===== config.mk =====
export PLATFORM = sky130hd
export DESIGN_NAME = remote_command_parser
export DESIGN_NICKNAME = d
export VERILOG_FILES = /design/src/hdl/gauge_cmd_pkg.sv /design/src/hdl/remote_command_parser.sv /design/src/hdl/field_text.sv
export SDC_FILE = /design/constraint.sdc
export NUM_CORES = 2
export LEC_CHECK = 0
export ABC_AREA = 1
export BUFFER_PORTS_ARGS = -buffer_cell sky130_fd_sc_hd__buf_2
export CAP_MARGIN = 20
export CORE_ASPECT_RATIO = 1.5
export CORE_MARGIN = 2
export CORE_UTILIZATION = 38
export DETAILED_ROUTE_END_ITERATION = 8
export HOLD_SLACK_MARGIN = 0.02
export PLACE_DENSITY_LB_ADDON = 0.3
export SYNTH_ARGS = -nofsm -noshare
export SYNTH_HDL_FRONTEND = slang
export SYNTH_HIERARCHICAL = 1
export SYNTH_SLANG_ARGS = --single-unit

===== constraint.sdc =====
create_clock -name ref_clk_i -period 27.8 [get_ports ref_clk_i]
set_input_delay 4.17 -clock ref_clk_i [delete_from_list [all_inputs] [get_ports ref_clk_i]]
set_output_delay 4.17 -clock ref_clk_i [all_outputs]
set_load 0.02 [all_outputs]

===== src/hdl/gauge_cmd_pkg.sv =====
// shared types and constants of the remote command interpreter
package gauge_cmd_pkg;
  typedef logic [1:0] out_fmt_t;
  localparam out_fmt_t FMT_DECIMAL  = 2'h0;
  localparam out_fmt_t FMT_COUNTS   = 2'h1;
  localparam out_fmt_t FMT_EXPONENT = 2'h2;

  typedef enum logic [4:0] {
    CMD_FORMAT_SET, CMD_MASTER_KEY, CMD_ELEV_KEY, CMD_OFFSET_KEY, CMD_NULL_KEY,
    CMD_RFILTER_SET, CMD_SAVE, CMD_ELEV_SET, CMD_ELEV_ON, CMD_ELEV_OFF,
    CMD_SPAN_SET, CMD_TARE_SET, CMD_READ, CMD_RFILTER_Q, CMD_SPAN_Q,
    CMD_TARE_Q, CMD_ELEV_Q, CMD_OPTION_Q, CMD_TYPE_Q, CMD_RANGE_LOW_Q
  } cmd_e;
  typedef enum logic [1:0] {MODE_PRESSURE, MODE_RATE, MODE_PEAK} meas_mode_e;
  typedef enum logic [1:0] {OPT_NONE, OPT_SERIAL, OPT_DIGITAL, OPT_DIGITAL_ANALOG} option_e;
  typedef enum logic [2:0] {
    ERR_NONE, ERR_MASTER_OFF, ERR_OFFSET_OFF, ERR_ELEV_OFF, ERR_PARAM_INVALID
  } err_e;

  // bcd holds seven digits, most significant in the top nibble
  typedef struct packed {
    logic        neg;
    logic [2:0]  int_digits;
    logic [27:0] bcd;
  } field_s;
  typedef struct packed {
    field_s cur;
    field_s rate;
    field_s min;
    field_s max;
    field_s cnt_press;
    field_s cnt_temp;
    field_s range_low;
  } readings_s;
  typedef struct packed {
    out_fmt_t fmt;
    field_s   rfilter;
    field_s   span;
    field_s   tare;
    field_s   elev;
    logic     elev_apply;
  } settings_s;

  localparam logic [3:0]  DEC_DIGITS   = 4'h6;
  localparam logic [3:0]  CNT_DIGITS   = 4'h7;
  localparam logic [3:0]  EXP_LEN      = 4'hc;
  localparam logic [23:0] SPAN_MIN_BCD = 24'h090000;
  localparam logic [23:0] SPAN_MAX_BCD = 24'h110000;
  localparam logic [23:0] TARE_MAX_BCD = 24'h170000;
  localparam logic [2:0]  RFILTER_INT  = 3'h2;
  localparam field_s ZERO_FIELD = '{neg: 1'b0, int_digits: 3'h1, bcd: 28'h0};
  localparam field_s SPAN_RST   = '{neg: 1'b0, int_digits: 3'h1, bcd: 28'h1000000};
  localparam settings_s CFG_RST = '{fmt: FMT_DECIMAL, rfilter: ZERO_FIELD,
    span: SPAN_RST, tare: ZERO_FIELD, elev: ZERO_FIELD, elev_apply: 1'b0};

  localparam logic [7:0] CHAR_CR    = 8'h0d;
  localparam logic [7:0] CHAR_LF    = 8'h0a;
  localparam logic [7:0] CHAR_COMMA = 8'h2c;
  localparam logic [7:0] CHAR_SPACE = 8'h20;
  localparam logic [7:0] CHAR_MINUS = 8'h2d;
  localparam logic [7:0] CHAR_PLUS  = 8'h2b;
  localparam logic [7:0] CHAR_POINT = 8'h2e;
  localparam logic [7:0] CHAR_EXP   = 8'h45;
  localparam logic [7:0] CHAR_ZERO  = 8'h30;
endpackage


===== src/hdl/remote_command_parser.sv =====
// remote command interpreter: key enables, settings, query answers
`timescale 1ns/1ps
module remote_command_parser (
  input  wire logic                       ref_clk_i,
  input  wire logic                       rst_i,
  input  wire logic                       cmd_valid_i,
  input  wire gauge_cmd_pkg::cmd_e        cmd_i,
  input  wire gauge_cmd_pkg::field_s      arg_i,
  output logic                            cmd_ready_o,
  input  wire logic                       error_i,
  input  wire logic                       default_i,
  input  wire logic                       dev_clear_i,
  input  wire logic                       sel_clear_i,
  input  wire logic                       power_up_i,
  input  wire logic                       span_sw_i,
  input  wire logic                       elev_sw_i,
  input  wire logic                       null_sw_i,
  input  wire logic                       units_metric_i,
  input  wire logic                       sensor_abs_i,
  input  wire gauge_cmd_pkg::option_e     option_i,
  input  wire gauge_cmd_pkg::meas_mode_e  mode_i,
  input  wire gauge_cmd_pkg::readings_s   readings_i,
  output gauge_cmd_pkg::settings_s        settings_o,
  output logic                            elev_metric_o,
  output logic                            master_en_o,
  output logic                            elev_en_o,
  output logic                            offset_en_o,
  output logic                            null_en_o,
  output logic                            elev_disabled_o,
  output logic                            err_o,
  output gauge_cmd_pkg::err_e             err_code_o,
  output logic                            save_o,
  output logic [7:0]                      resp_data_o,
  output logic                            resp_valid_o,
  input  wire logic                       resp_ready_i
);
  typedef enum logic [2:0] {S_IDLE, S_FIELD, S_SEP1, S_SEP2, S_TEXT, S_CR, S_LF} st_e;
  typedef enum logic [3:0] {
    T_NONE, T_SERIAL, T_DIGITAL, T_DIG_ANALOG, T_NO_OPT, T_ABS, T_GAUGE, T_FEET, T_METERS
  } txt_e;

  st_e                      st_q;
  gauge_cmd_pkg::cmd_e      qry_q;
  gauge_cmd_pkg::meas_mode_e mode_q;
  gauge_cmd_pkg::out_fmt_t  fmt_q;
  gauge_cmd_pkg::readings_s rd_q;
  gauge_cmd_pkg::settings_s cfg_q;
  gauge_cmd_pkg::settings_s sav_q;
  gauge_cmd_pkg::field_s    fld;
  gauge_cmd_pkg::out_fmt_t  fld_fmt;
  gauge_cmd_pkg::err_e      err_d;
  txt_e                     tail_q;
  logic [1:0]               nf_q;
  logic [1:0]               k_q;
  logic [4:0]               idx_q;
  logic [7:0]               data_q;
  logic                     valid_q;
  logic [7:0]               fld_char;
  logic                     fld_last;
  logic [7:0]               txt_char;
  logic                     txt_last;
  logic [7:0]               char_d;
  logic                     cmd_fire;
  logic                     resp_fire;
  logic                     clear_ev;
  logic                     span_sw_q;
  logic                     elev_sw_q;
  logic                     master_q;
  logic                     elev_q;
  logic                     offset_q;
  logic                     null_q;
  logic                     disabled_q;
  logic                     err_q;
  gauge_cmd_pkg::err_e      code_q;

  function automatic logic is_query(input gauge_cmd_pkg::cmd_e c);
    is_query = (c >= gauge_cmd_pkg::CMD_READ);
  endfunction

  // count of numeric fields in an answer
  function automatic logic [1:0] field_count(input gauge_cmd_pkg::cmd_e c,
      input gauge_cmd_pkg::meas_mode_e m, input gauge_cmd_pkg::out_fmt_t f);
    if (c == gauge_cmd_pkg::CMD_OPTION_Q || c == gauge_cmd_pkg::CMD_TYPE_Q)
      field_count = 2'h0;
    else if (c != gauge_cmd_pkg::CMD_READ)
      field_count = 2'h1;
    else if (f == gauge_cmd_pkg::FMT_COUNTS)
      field_count = 2'h2;
    else if (m == gauge_cmd_pkg::MODE_PEAK)
      field_count = 2'h3;
    else if (m == gauge_cmd_pkg::MODE_RATE)
      field_count = 2'h2;
    else
      field_count = 2'h1;
  endfunction

  assign cmd_ready_o = (st_q == S_IDLE);
  assign cmd_fire = cmd_valid_i && cmd_ready_o;
  assign resp_fire = valid_q && resp_ready_i;
  assign resp_valid_o = valid_q;
  assign resp_data_o = data_q;
  assign settings_o = cfg_q;
  assign elev_metric_o = units_metric_i;
  assign master_en_o = master_q;
  assign elev_en_o = elev_q;
  assign offset_en_o = offset_q;
  assign null_en_o = null_q;
  assign elev_disabled_o = disabled_q;
  assign err_o = err_q;
  assign err_code_o = code_q;

  // argument checks; key commands never fault
  always_comb begin
    logic [23:0] top;
    top = arg_i.bcd[27:4];
    err_d = gauge_cmd_pkg::ERR_NONE;
    if (cmd_fire) begin
      unique case (cmd_i)
        gauge_cmd_pkg::CMD_SPAN_SET:
          if (!master_q) err_d = gauge_cmd_pkg::ERR_MASTER_OFF;
        gauge_cmd_pkg::CMD_TARE_SET:
          if (!(offset_q || master_q))
            err_d = gauge_cmd_pkg::ERR_OFFSET_OFF;
          else if (arg_i.int_digits > 3'h2 ||
                   (arg_i.int_digits == 3'h2 && top > gauge_cmd_pkg::TARE_MAX_BCD))
            err_d = gauge_cmd_pkg::ERR_PARAM_INVALID;
        gauge_cmd_pkg::CMD_ELEV_SET:
          if (!(elev_q || master_q)) err_d = gauge_cmd_pkg::ERR_ELEV_OFF;
        gauge_cmd_pkg::CMD_RFILTER_SET:
          if (arg_i.neg || arg_i.int_digits > gauge_cmd_pkg::RFILTER_INT ||
              arg_i.bcd[11:0] != 12'h000)
            err_d = gauge_cmd_pkg::ERR_PARAM_INVALID;
        gauge_cmd_pkg::CMD_FORMAT_SET:
          if (arg_i.bcd[27:24] > 4'h2) err_d = gauge_cmd_pkg::ERR_PARAM_INVALID;
        default: err_d = gauge_cmd_pkg::ERR_NONE;
      endcase
    end
  end

  // any of these withdraws every key enable
  assign clear_ev = error_i || default_i || dev_clear_i || sel_clear_i || power_up_i ||
                    (err_d != gauge_cmd_pkg::ERR_NONE);

  always_ff @(posedge ref_clk_i or posedge rst_i) begin
    if (rst_i) begin
      err_q <= 1'b0;
      code_q <= gauge_cmd_pkg::ERR_NONE;
      disabled_q <= 1'b0;
    end else begin
      err_q <= (err_d != gauge_cmd_pkg::ERR_NONE);
      if (err_d != gauge_cmd_pkg::ERR_NONE) code_q <= err_d;
      disabled_q <= (err_d == gauge_cmd_pkg::ERR_ELEV_OFF);
    end
  end

  // key enables; a clear in the same cycle as a key wins
  always_ff @(posedge ref_clk_i or posedge rst_i) begin
    if (rst_i) begin
      span_sw_q <= 1'b0;
      elev_sw_q <= 1'b0;
      master_q <= 1'b0;
      elev_q <= 1'b0;
      offset_q <= 1'b0;
      null_q <= 1'b0;
    end else begin
      span_sw_q <= span_sw_i;
      elev_sw_q <= elev_sw_i;
      if (clear_ev || !span_sw_i)
        master_q <= 1'b0;
      else if (cmd_fire && cmd_i == gauge_cmd_pkg::CMD_MASTER_KEY)
        master_q <= 1'b1;
      if (clear_ev || !elev_sw_i)
        elev_q <= 1'b0;
      else if (cmd_fire && cmd_i == gauge_cmd_pkg::CMD_ELEV_KEY)
        elev_q <= 1'b1;
      if (clear_ev)
        offset_q <= 1'b0;
      else if (cmd_fire && cmd_i == gauge_cmd_pkg::CMD_OFFSET_KEY)
        offset_q <= 1'b1;
      if (clear_ev)
        null_q <= 1'b0;
      else if (cmd_fire && cmd_i == gauge_cmd_pkg::CMD_NULL_KEY && null_sw_i)
        null_q <= 1'b1;
    end
  end

  // working settings are volatile; power-up reloads the saved copy
  always_ff @(posedge ref_clk_i or posedge rst_i) begin
    if (rst_i) begin
      cfg_q <= gauge_cmd_pkg::CFG_RST;
      sav_q <= gauge_cmd_pkg::CFG_RST;
      save_o <= 1'b0;
    end else begin
      save_o <= cmd_fire && cmd_i == gauge_cmd_pkg::CMD_SAVE;
      if (power_up_i)
        cfg_q <= sav_q;
      else if (cmd_fire && err_d == gauge_cmd_pkg::ERR_NONE) begin
        unique case (cmd_i)
          gauge_cmd_pkg::CMD_SAVE: sav_q <= cfg_q;
          gauge_cmd_pkg::CMD_FORMAT_SET: cfg_q.fmt <= arg_i.bcd[25:24];
          gauge_cmd_pkg::CMD_RFILTER_SET: cfg_q.rfilter <= arg_i;
          gauge_cmd_pkg::CMD_TARE_SET: cfg_q.tare <= arg_i;
          gauge_cmd_pkg::CMD_ELEV_SET: cfg_q.elev <= arg_i;
          gauge_cmd_pkg::CMD_ELEV_ON: cfg_q.elev_apply <= 1'b1;
          gauge_cmd_pkg::CMD_ELEV_OFF: cfg_q.elev_apply <= 1'b0;
          gauge_cmd_pkg::CMD_SPAN_SET: begin
            cfg_q.span <= arg_i;
            cfg_q.span.neg <= 1'b0;
            cfg_q.span.int_digits <= 3'h1;
            if (arg_i.neg || (arg_i.int_digits == 3'h1 &&
                              arg_i.bcd[27:4] < gauge_cmd_pkg::SPAN_MIN_BCD))
              cfg_q.span.bcd <= {gauge_cmd_pkg::SPAN_MIN_BCD, 4'h0};
            else if (arg_i.int_digits != 3'h1 ||
                     arg_i.bcd[27:4] > gauge_cmd_pkg::SPAN_MAX_BCD)
              cfg_q.span.bcd <= {gauge_cmd_pkg::SPAN_MAX_BCD, 4'h0};
          end
          default: cfg_q <= cfg_q;
        endcase
      end
    end
  end

  // field feeding the renderer for the current answer position
  always_comb begin
    fld = rd_q.cur;
    fld_fmt = gauge_cmd_pkg::FMT_DECIMAL;
    unique case (qry_q)
      gauge_cmd_pkg::CMD_READ: begin
        fld_fmt = fmt_q;
        if (fmt_q == gauge_cmd_pkg::FMT_COUNTS)
          fld = (k_q == 2'h0) ? rd_q.cnt_press : rd_q.cnt_temp;
        else if (mode_q == gauge_cmd_pkg::MODE_PEAK)
          fld = (k_q == 2'h0) ? rd_q.min : (k_q == 2'h1) ? rd_q.cur : rd_q.max;
        else if (k_q == 2'h1)
          fld = rd_q.rate;
      end
      gauge_cmd_pkg::CMD_RFILTER_Q: fld = cfg_q.rfilter;
      gauge_cmd_pkg::CMD_SPAN_Q: fld = cfg_q.span;
      gauge_cmd_pkg::CMD_TARE_Q: fld = cfg_q.tare;
      gauge_cmd_pkg::CMD_ELEV_Q: fld = cfg_q.elev;
      gauge_cmd_pkg::CMD_RANGE_LOW_Q: fld = rd_q.range_low;
      default: fld = rd_q.cur;
    endcase
  end

  field_text u_field_text (
    .fld_i  (fld),
    .fmt_i  (fld_fmt),
    .idx_i  (idx_q[3:0]),
    .char_o (fld_char),
    .last_o (fld_last)
  );

  // fixed answer texts, right aligned in a 17 character slot
  always_comb begin
    logic [135:0] s;
    logic [4:0]   n;
    logic [135:0] sh;
    s = {17{8'h20}};
    n = 5'h1;
    unique case (tail_q)
      T_SERIAL: begin s = 136'("SERIAL"); n = 5'd6; end
      T_DIGITAL: begin s = 136'("BCD"); n = 5'd3; end
      T_DIG_ANALOG: begin s = 136'("BCD/ANALOG"); n = 5'd10; end
      T_NO_OPT: begin s = 136'("NONE"); n = 5'd4; end
      T_ABS: begin s = 136'("ABSOLUTE PRESSURE"); n = 5'd17; end
      T_GAUGE: begin s = 136'("GAUGE PRESSURE"); n = 5'd14; end
      T_FEET: begin s = 136'(" FEET"); n = 5'd5; end
      T_METERS: begin s = 136'(" METERS"); n = 5'd7; end
      default: begin s = {17{8'h20}}; n = 5'h1; end
    endcase
    sh = s >> {(n - 5'h1 - idx_q), 3'b000};
    txt_char = sh[7:0];
    txt_last = (idx_q == n - 5'h1);
  end

  always_comb begin
    unique case (st_q)
      S_FIELD: char_d = fld_char;
      S_SEP1: char_d = gauge_cmd_pkg::CHAR_COMMA;
      S_SEP2: char_d = gauge_cmd_pkg::CHAR_SPACE;
      S_TEXT: char_d = txt_char;
      S_CR: char_d = gauge_cmd_pkg::CHAR_CR;
      S_LF: char_d = gauge_cmd_pkg::CHAR_LF;
      default: char_d = 8'h00;
    endcase
  end

  // query start latches a reading snapshot so fields stay coherent
  always_ff @(posedge ref_clk_i or posedge rst_i) begin
    if (rst_i) begin
      qry_q <= gauge_cmd_pkg::CMD_READ;
      mode_q <= gauge_cmd_pkg::MODE_PRESSURE;
      fmt_q <= gauge_cmd_pkg::FMT_DECIMAL;
      rd_q <= '0;
      tail_q <= T_NONE;
      nf_q <= 2'h0;
    end else if (cmd_fire && is_query(cmd_i)) begin
      qry_q <= cmd_i;
      mode_q <= mode_i;
      fmt_q <= cfg_q.fmt;
      rd_q <= readings_i;
      nf_q <= field_count(cmd_i, mode_i, cfg_q.fmt);
      unique case (cmd_i)
        gauge_cmd_pkg::CMD_OPTION_Q:
          unique case (option_i)
            gauge_cmd_pkg::OPT_SERIAL: tail_q <= T_SERIAL;
            gauge_cmd_pkg::OPT_DIGITAL: tail_q <= T_DIGITAL;
            gauge_cmd_pkg::OPT_DIGITAL_ANALOG: tail_q <= T_DIG_ANALOG;
            default: tail_q <= T_NO_OPT;
          endcase
        gauge_cmd_pkg::CMD_TYPE_Q: tail_q <= sensor_abs_i ? T_ABS : T_GAUGE;
        gauge_cmd_pkg::CMD_ELEV_Q: tail_q <= units_metric_i ? T_METERS : T_FEET;
        default: tail_q <= T_NONE;
      endcase
    end
  end

  // one character per load cycle, then waits for the reader
  always_ff @(posedge ref_clk_i or posedge rst_i) begin
    if (rst_i) begin
      st_q <= S_IDLE;
      k_q <= 2'h0;
      idx_q <= 5'h0;
      data_q <= 8'h00;
      valid_q <= 1'b0;
    end else if (st_q == S_IDLE) begin
      k_q <= 2'h0;
      idx_q <= 5'h0;
      if (cmd_fire && is_query(cmd_i))
        st_q <= (field_count(cmd_i, mode_i, cfg_q.fmt) == 2'h0) ? S_TEXT : S_FIELD;
    end else if (!valid_q) begin
      data_q <= char_d;
      valid_q <= 1'b1;
    end else if (resp_fire) begin
      valid_q <= 1'b0;
      unique case (st_q)
        S_FIELD:
          if (!fld_last)
            idx_q <= idx_q + 5'h1;
          else begin
            idx_q <= 5'h0;
            if (k_q + 2'h1 < nf_q) st_q <= S_SEP1;
            else st_q <= (tail_q == T_NONE) ? S_CR : S_TEXT;
          end
        S_SEP1: st_q <= S_SEP2;
        S_SEP2: begin
          st_q <= S_FIELD;
          k_q <= k_q + 2'h1;
        end
        S_TEXT:
          if (txt_last) st_q <= S_CR;
          else idx_q <= idx_q + 5'h1;
        S_CR: st_q <= S_LF;
        default: st_q <= S_IDLE;
      endcase
    end
  end
endmodule


===== src/hdl/field_text.sv =====
// renders one numeric field as ascii, one character per index
`timescale 1ns/1ps
module field_text (
  input  wire gauge_cmd_pkg::field_s   fld_i,
  input  wire gauge_cmd_pkg::out_fmt_t fmt_i,
  input  wire logic [3:0]              idx_i,
  output logic [7:0]                   char_o,
  output logic                         last_o
);
  function automatic logic [7:0] dig(input logic [27:0] b, input logic [3:0] k);
    logic [27:0] s;
    s = b << {k, 2'b00};
    dig = gauge_cmd_pkg::CHAR_ZERO | {4'h0, s[27:24]};
  endfunction

  always_comb begin
    logic [3:0] nd;
    logic [3:0] p;
    logic [3:0] j;
    logic [3:0] len;
    logic [3:0] sg;
    sg = {3'h0, fld_i.neg};
    nd = gauge_cmd_pkg::DEC_DIGITS - sg;
    p = ({1'b0, fld_i.int_digits} > nd) ? nd : {1'b0, fld_i.int_digits};
    j = idx_i - sg;
    len = sg + nd + {3'h0, p < nd};
    char_o = gauge_cmd_pkg::CHAR_ZERO;
    last_o = 1'b0;
    unique case (fmt_i)
      gauge_cmd_pkg::FMT_COUNTS: begin
        char_o = dig(fld_i.bcd, idx_i);
        last_o = (idx_i == gauge_cmd_pkg::CNT_DIGITS - 4'h1);
      end
      gauge_cmd_pkg::FMT_EXPONENT: begin
        // sign always present, so negatives keep all six digits
        last_o = (idx_i == gauge_cmd_pkg::EXP_LEN - 4'h1);
        if (idx_i == 4'h0)
          char_o = fld_i.neg ? gauge_cmd_pkg::CHAR_MINUS : gauge_cmd_pkg::CHAR_PLUS;
        else if (idx_i == 4'h1)
          char_o = dig(fld_i.bcd, 4'h0);
        else if (idx_i == 4'h2)
          char_o = gauge_cmd_pkg::CHAR_POINT;
        else if (idx_i <= 4'h7)
          char_o = dig(fld_i.bcd, idx_i - 4'h2);
        else if (idx_i == 4'h8)
          char_o = gauge_cmd_pkg::CHAR_EXP;
        else if (idx_i == 4'h9)
          char_o = gauge_cmd_pkg::CHAR_PLUS;
        else if (idx_i == 4'ha)
          char_o = gauge_cmd_pkg::CHAR_ZERO;
        else
          char_o = gauge_cmd_pkg::CHAR_ZERO + {5'h0, fld_i.int_digits} - 8'h01;
      end
      default: begin
        last_o = (idx_i == len - 4'h1);
        if (fld_i.neg && idx_i == 4'h0)
          char_o = gauge_cmd_pkg::CHAR_MINUS;
        else if (j < p)
          char_o = dig(fld_i.bcd, j);
        else if (j == p)
          char_o = gauge_cmd_pkg::CHAR_POINT;
        else
          char_o = dig(fld_i.bcd, j - 4'h1);
      end
    endcase
  end
endmodule


# Word-level counts from Yosys, hierarchy flattened
# Memory sizes are Yosys's and may differ from the RTL's.
# Index checks and enable logic that the tools add are counted.
# op_classes
bitwise	3
n_reduce_logical	65
n_eq_ne	56
add_sub_neg	13
n_mux	82
n_lt_le_gt_ge	11
shift	5
# op_table
cell	count
32-bit 2-to-1 mux	10
131-bit 2-to-1 mux	2
32-bit one-hot mux with 6 select lines	1
136-bit by 8-bit right shift with 8-bit output	1
28-bit by 6-bit << shifter with 28-bit output	4
8-bit 2-to-1 mux	9
28-bit 2-to-1 mux	2
24-bit by 21-bit greater-than comparator with 1-bit output (second input constant)	2
8-bit one-hot mux with 6 select lines	1
3-bit 2-to-1 mux	14
5-bit by 4-bit == test with 1-bit output (second input constant)	8
2-bit 2-to-1 mux	15
5-bit 2-to-1 mux	6
3-bit one-hot mux with 5 select lines	2
2-bit nonzero test	13
5-bit == test (second input constant)	5
24-bit by 20-bit < comparator with 1-bit output (second input constant)	1
5-bit by 3-bit == test with 1-bit output (second input constant)	4
4-bit == test (second input constant)	4
8-bit one-hot mux with 2 select lines	1
1-bit logical OR	15
2-bit AND reduction	7
1-bit logical AND	13
2-bit by 1-bit == test with 1-bit output (second input constant)	6
51 further kinds	89
# word_totals
word_cells	303
output_inout_bits	152
reg_bits	530
mem_count	1
mem_bits_ro	1600
in_bits	279
# mem_list
memory	depth	width	read_ports	rd_clocked_by_memory_dff	write_ports	line	source
(name not given)	16	100	1	0	0	remote_command_parser.sv:261	unique case (tail_q)

# Depth between registers and ports, before layout
# logic_depth
ltp_word	19
ltp_mapped	31
ltp_nobuf	29

# Cells and area by module
# Netlist, hierarchy kept.
# modules_own_cells
module	area_per_inst_um2	seq_area_each_um2	instances	cells_each
remote_command_parser	26795.7	13277.7	1	3290
field_text	1980.6	0.0	1	398

# Worst setup path after synthesis
# Ideal clock, no wire load.
# synth_timing
path_kind	input -> output
from	input port units_metric_i
to	output port elev_metric_o
path_buffers	1
arrival_ns	4.304
stages	1
path_slack_ns	19.326
required_time_ns	23.630
cell_sequence	buf_4
# synth_rtl
item	line	source
start: declaration	remote_command_parser.sv:18	input wire logic units_metric_i,
end: declaration	remote_command_parser.sv:24	output logic elev_metric_o,
# No word-level cell between the ends.

# Worst setup path in the final report
# layout_timing
from	input port units_metric_i
to	output port elev_metric_o
# No word-level cell between the ends.

==> reports/summary.txt <==
placer congestion estimate - 0.9239
Placed Cells - 4947
fraction of layout cells with a size suffix above 1 - 17.56%
core region area - 74950 µm²
RSZ-0062 raised after global routing - false
most frequent cells after synthesis - nand2_1 (1333), dfrtp_1 (518), o21ai_0 (361), inv_1 (322), nand3_1 (272)
Largest stage delay, worst path - 0.15 ns
R2R setup slack - 20.80 ns
cts hold-fix bufs - 0
pwr dens - 112.4 nW/µm²
LEAKAGE - 17.46 nW
post-synthesis instance area - 28780 µm²
# resized after CTS - 0
clk slew on worst S/H paths - 0.06 ns
Design Power - 0.003765 W
reg2reg path depth - 30
IO Count - 431
status - finished, final reports clean
Skew-Pair Late Insertion Delay - 0.64 ns
GR Overflow Total - 0
Final WS setup - 19.20 ns
endpoints failing setup - 0
num rows - 123
Mapped Nets - 4008
Fmax - 0.1162 GHz
initial antenna violation count - 11
logic gate share of total power - 48.6%
Startpoint Class - primary input
register area share after synthesis - 46.14%
Final Max Slew Viols - 0
Sw Pwr - 0.001752 W
clock share of power - 21.1%
Synth Register Bits - 530
relative slew slack - 27.93%
Crit path max-delay family - buffers and inverters
Worst Path Buf+Inv - 2
Peak VDD IR - 0.05641 mV
Post-Route WL - 107.9 mm
area grow syn2layout - 16.34%
first-pass GRT wire length - 163.3 mm
die area - 77990 µm²
Setup Crit Path Kind - primary input to output port
Detail Route Antenna Nets - 0
Tightest Hold Check Type - flop to flop
r2r startpoint - k_q[1]$_DFFE_PP0P_
Remaining DRCs - 0
Worst Tran Pin Value - 1.081 ns
total negative slack - 0 ns
WP data arrival - 4.43 ns
GRT Total Usage - 27.36%
H-tree depth - 2
vias in the first global route - 25970
Final period util - 30.95%
Seq pwr share - 30.3%
Starting Density - 38.40%
area leader, netlist - dfrtp_1
fin nets - 4324
Cell Chain, Critical Path - buf_2 -> buf_2
CTS Buffer Depth - 3
Data required, critical path - 23.63 ns
clk sinks - 530
yosys warns - 6
Critical-path top delay cell - buf_2
Synth Flop Type - dfrtp_1
count leader, synth - nand2_1
non-filler cells, final - 5049
die width - 228.7 µm
final design utilization - 44.67%
clk_skew - 0.01952 ns
vias - 26770
Post-CTS Setup Repair Bufs - 0
unique cell type count in the Yosys netlist - 53
pre-CTS WS - 19.19 ns
root buf cell - clkbuf_16
Synth async-reset ratio - 100.0%
Post-synth EDFFs - 0
Int Pwr - 0.002013 W
beginning of the worst hold path - rd_q[130]$_DFFE_PP0P_
largest net degree at the start of global routing - 111
DR pass1 iterations - 5
syn avg cell area - 7.803 µm²
sw frac - 46.53%
Via density - 5.303
Hold Crit Endpoint - rd_q[130]$_DFFE_PP0P_
WL/cell - 21.36 µm
Setup crit end kind - output port
Die Span Y - 341.0 µm
crit path max fanout - 3
total of max-cap violations - 0
Synth top area share - 45.05%
CTS tree - built
cell count of the worst hold path - 2
largest cells by area after synthesis - dfrtp_1 (45%), nand2_1 (17%), o21ai_0 (6.3%), nand3_1 (4.7%), mux2_4 (4.7%)
Inserted Clock Buffers - 55
IO buf count - 430
DP Wirelength - 76.90 mm
post-synthesis cell count - 3688
Final Hold Vio Count - 0
initial DRC count - 2393
cell mode on critical path - buf_2
Reg-to-Reg End - idx_q[1]$_DFFE_PP0P_
post-route minimum period - 8.604 ns
how the worst max path moves through the flow:
stage                   startpoint                         to  slack, ns  cells past startpoint
finish              units_metric_i              elev_metric_o      19.20                      2
global route        units_metric_i              elev_metric_o      19.18                      2
CTS                 units_metric_i              elev_metric_o      19.19                      2
detailed placement  units_metric_i              elev_metric_o      19.19                      2
global placement    units_metric_i              elev_metric_o      19.20                      2
floorplan                    rst_i  elev_disabled_o$_DFF_PP0_       8.84                      1
final cells by class:
| class | count | area (µm²) |
|---|---|---|
| fillers | 7677 | 41470 |
| multi-input cells | 2608 | 13300 |
| flip-flops and latches | 530 | 13280 |
| repair buffers | 472 | 2470 |
| clock buffers | 86 | 1633 |
| inverters | 337 | 1272 |
| well taps | 1000 | 1251 |
| clock inverters | 15 | 276.5 |
| diodes | 1 | 2.502 |
power groups by stage:
stage	Combinational, W	Clock, W	Sequential (W)
after global placement	0.00181	0	0.00115
after global routing	0.00205	0.000840	0.00117
after floorplan	0.00120	0	0.00115
after CTS	0.00182	0.000813	0.00114
final	0.00183	0.000794	0.00114
after detailed placement	0.00181	0	0.00115
cell usage in the layout, fill, tap and decap left out, types with 4 or more instances in the layout:
cell	synthesis	routed
nand2_1	1333	1329
dfrtp_1	518	518
buf_2	51	429
o21ai_0	361	361
inv_1	322	320
nand3_1	272	271
nor2_1	156	154
mux2_4	90	90
a21oi_1	80	80
clkbuf_16	0	55
o211ai_1	44	44
buf_4	18	43
ha_1	39	37
o22ai_1	34	34
o2111ai_1	33	33
o311ai_0	33	33
a221oi_1	32	32
clkbuf_1	127	17
nand4_1	16	16
inv_2	14	15
clkbuf_8	0	14
dfstp_2	12	12
xor2_1	9	9
nor3_1	9	8
bufinv_16	0	7
nand2_2	4	6
nor2_4	3	6
nand2_4	3	5
nand3b_1	5	5
mux2_1	4	4
mux2_2	4	4
clkinv_2	0	4
metal layers:
layer / part of all wire [%] / track usage [%]
met3: 6.9 / 4.913
met4: 4.8 / 12.21
met5: 0.11 / 0
met2: 46 / 44.31
met1: 42 / 35.79
stage by stage:
step / hold slack (ns) / area (µm²)
floorplan: 0.4420 / 28780
global placement: 0.4485 / 31570
detailed placement: 0.4591 / 31570
CTS: 0.4750 / 33480
global route: 0.4938 / 33480
finish: 0.4736 / 33480
flip-flops by register name, summed over array words and instances (netlist names), 4 cells and up:
register	flops
rd_q	224
sav_q	131
settings_o	131
resp_data_o	8
idx_q	5
qry_q	5
tail_q	4
cells by family (layout without fill, tap and decap cells):
logic type	Yosys count	after routing	synth area share (%)
flip-flops	530	530	46.14
AO/OA/AOI/OAI	640	640	13.10
XOR/XNOR	12	12	0.3653
AND/OR/NAND/NOR	1816	1816	25.56
buffers and inverters	550	910	7.970
adder cells (fa/ha/maj)	41	41	1.835
multiplexers	98	98	5.009
other	1	2	0.01303
Power figures use the tool's default switching activity.
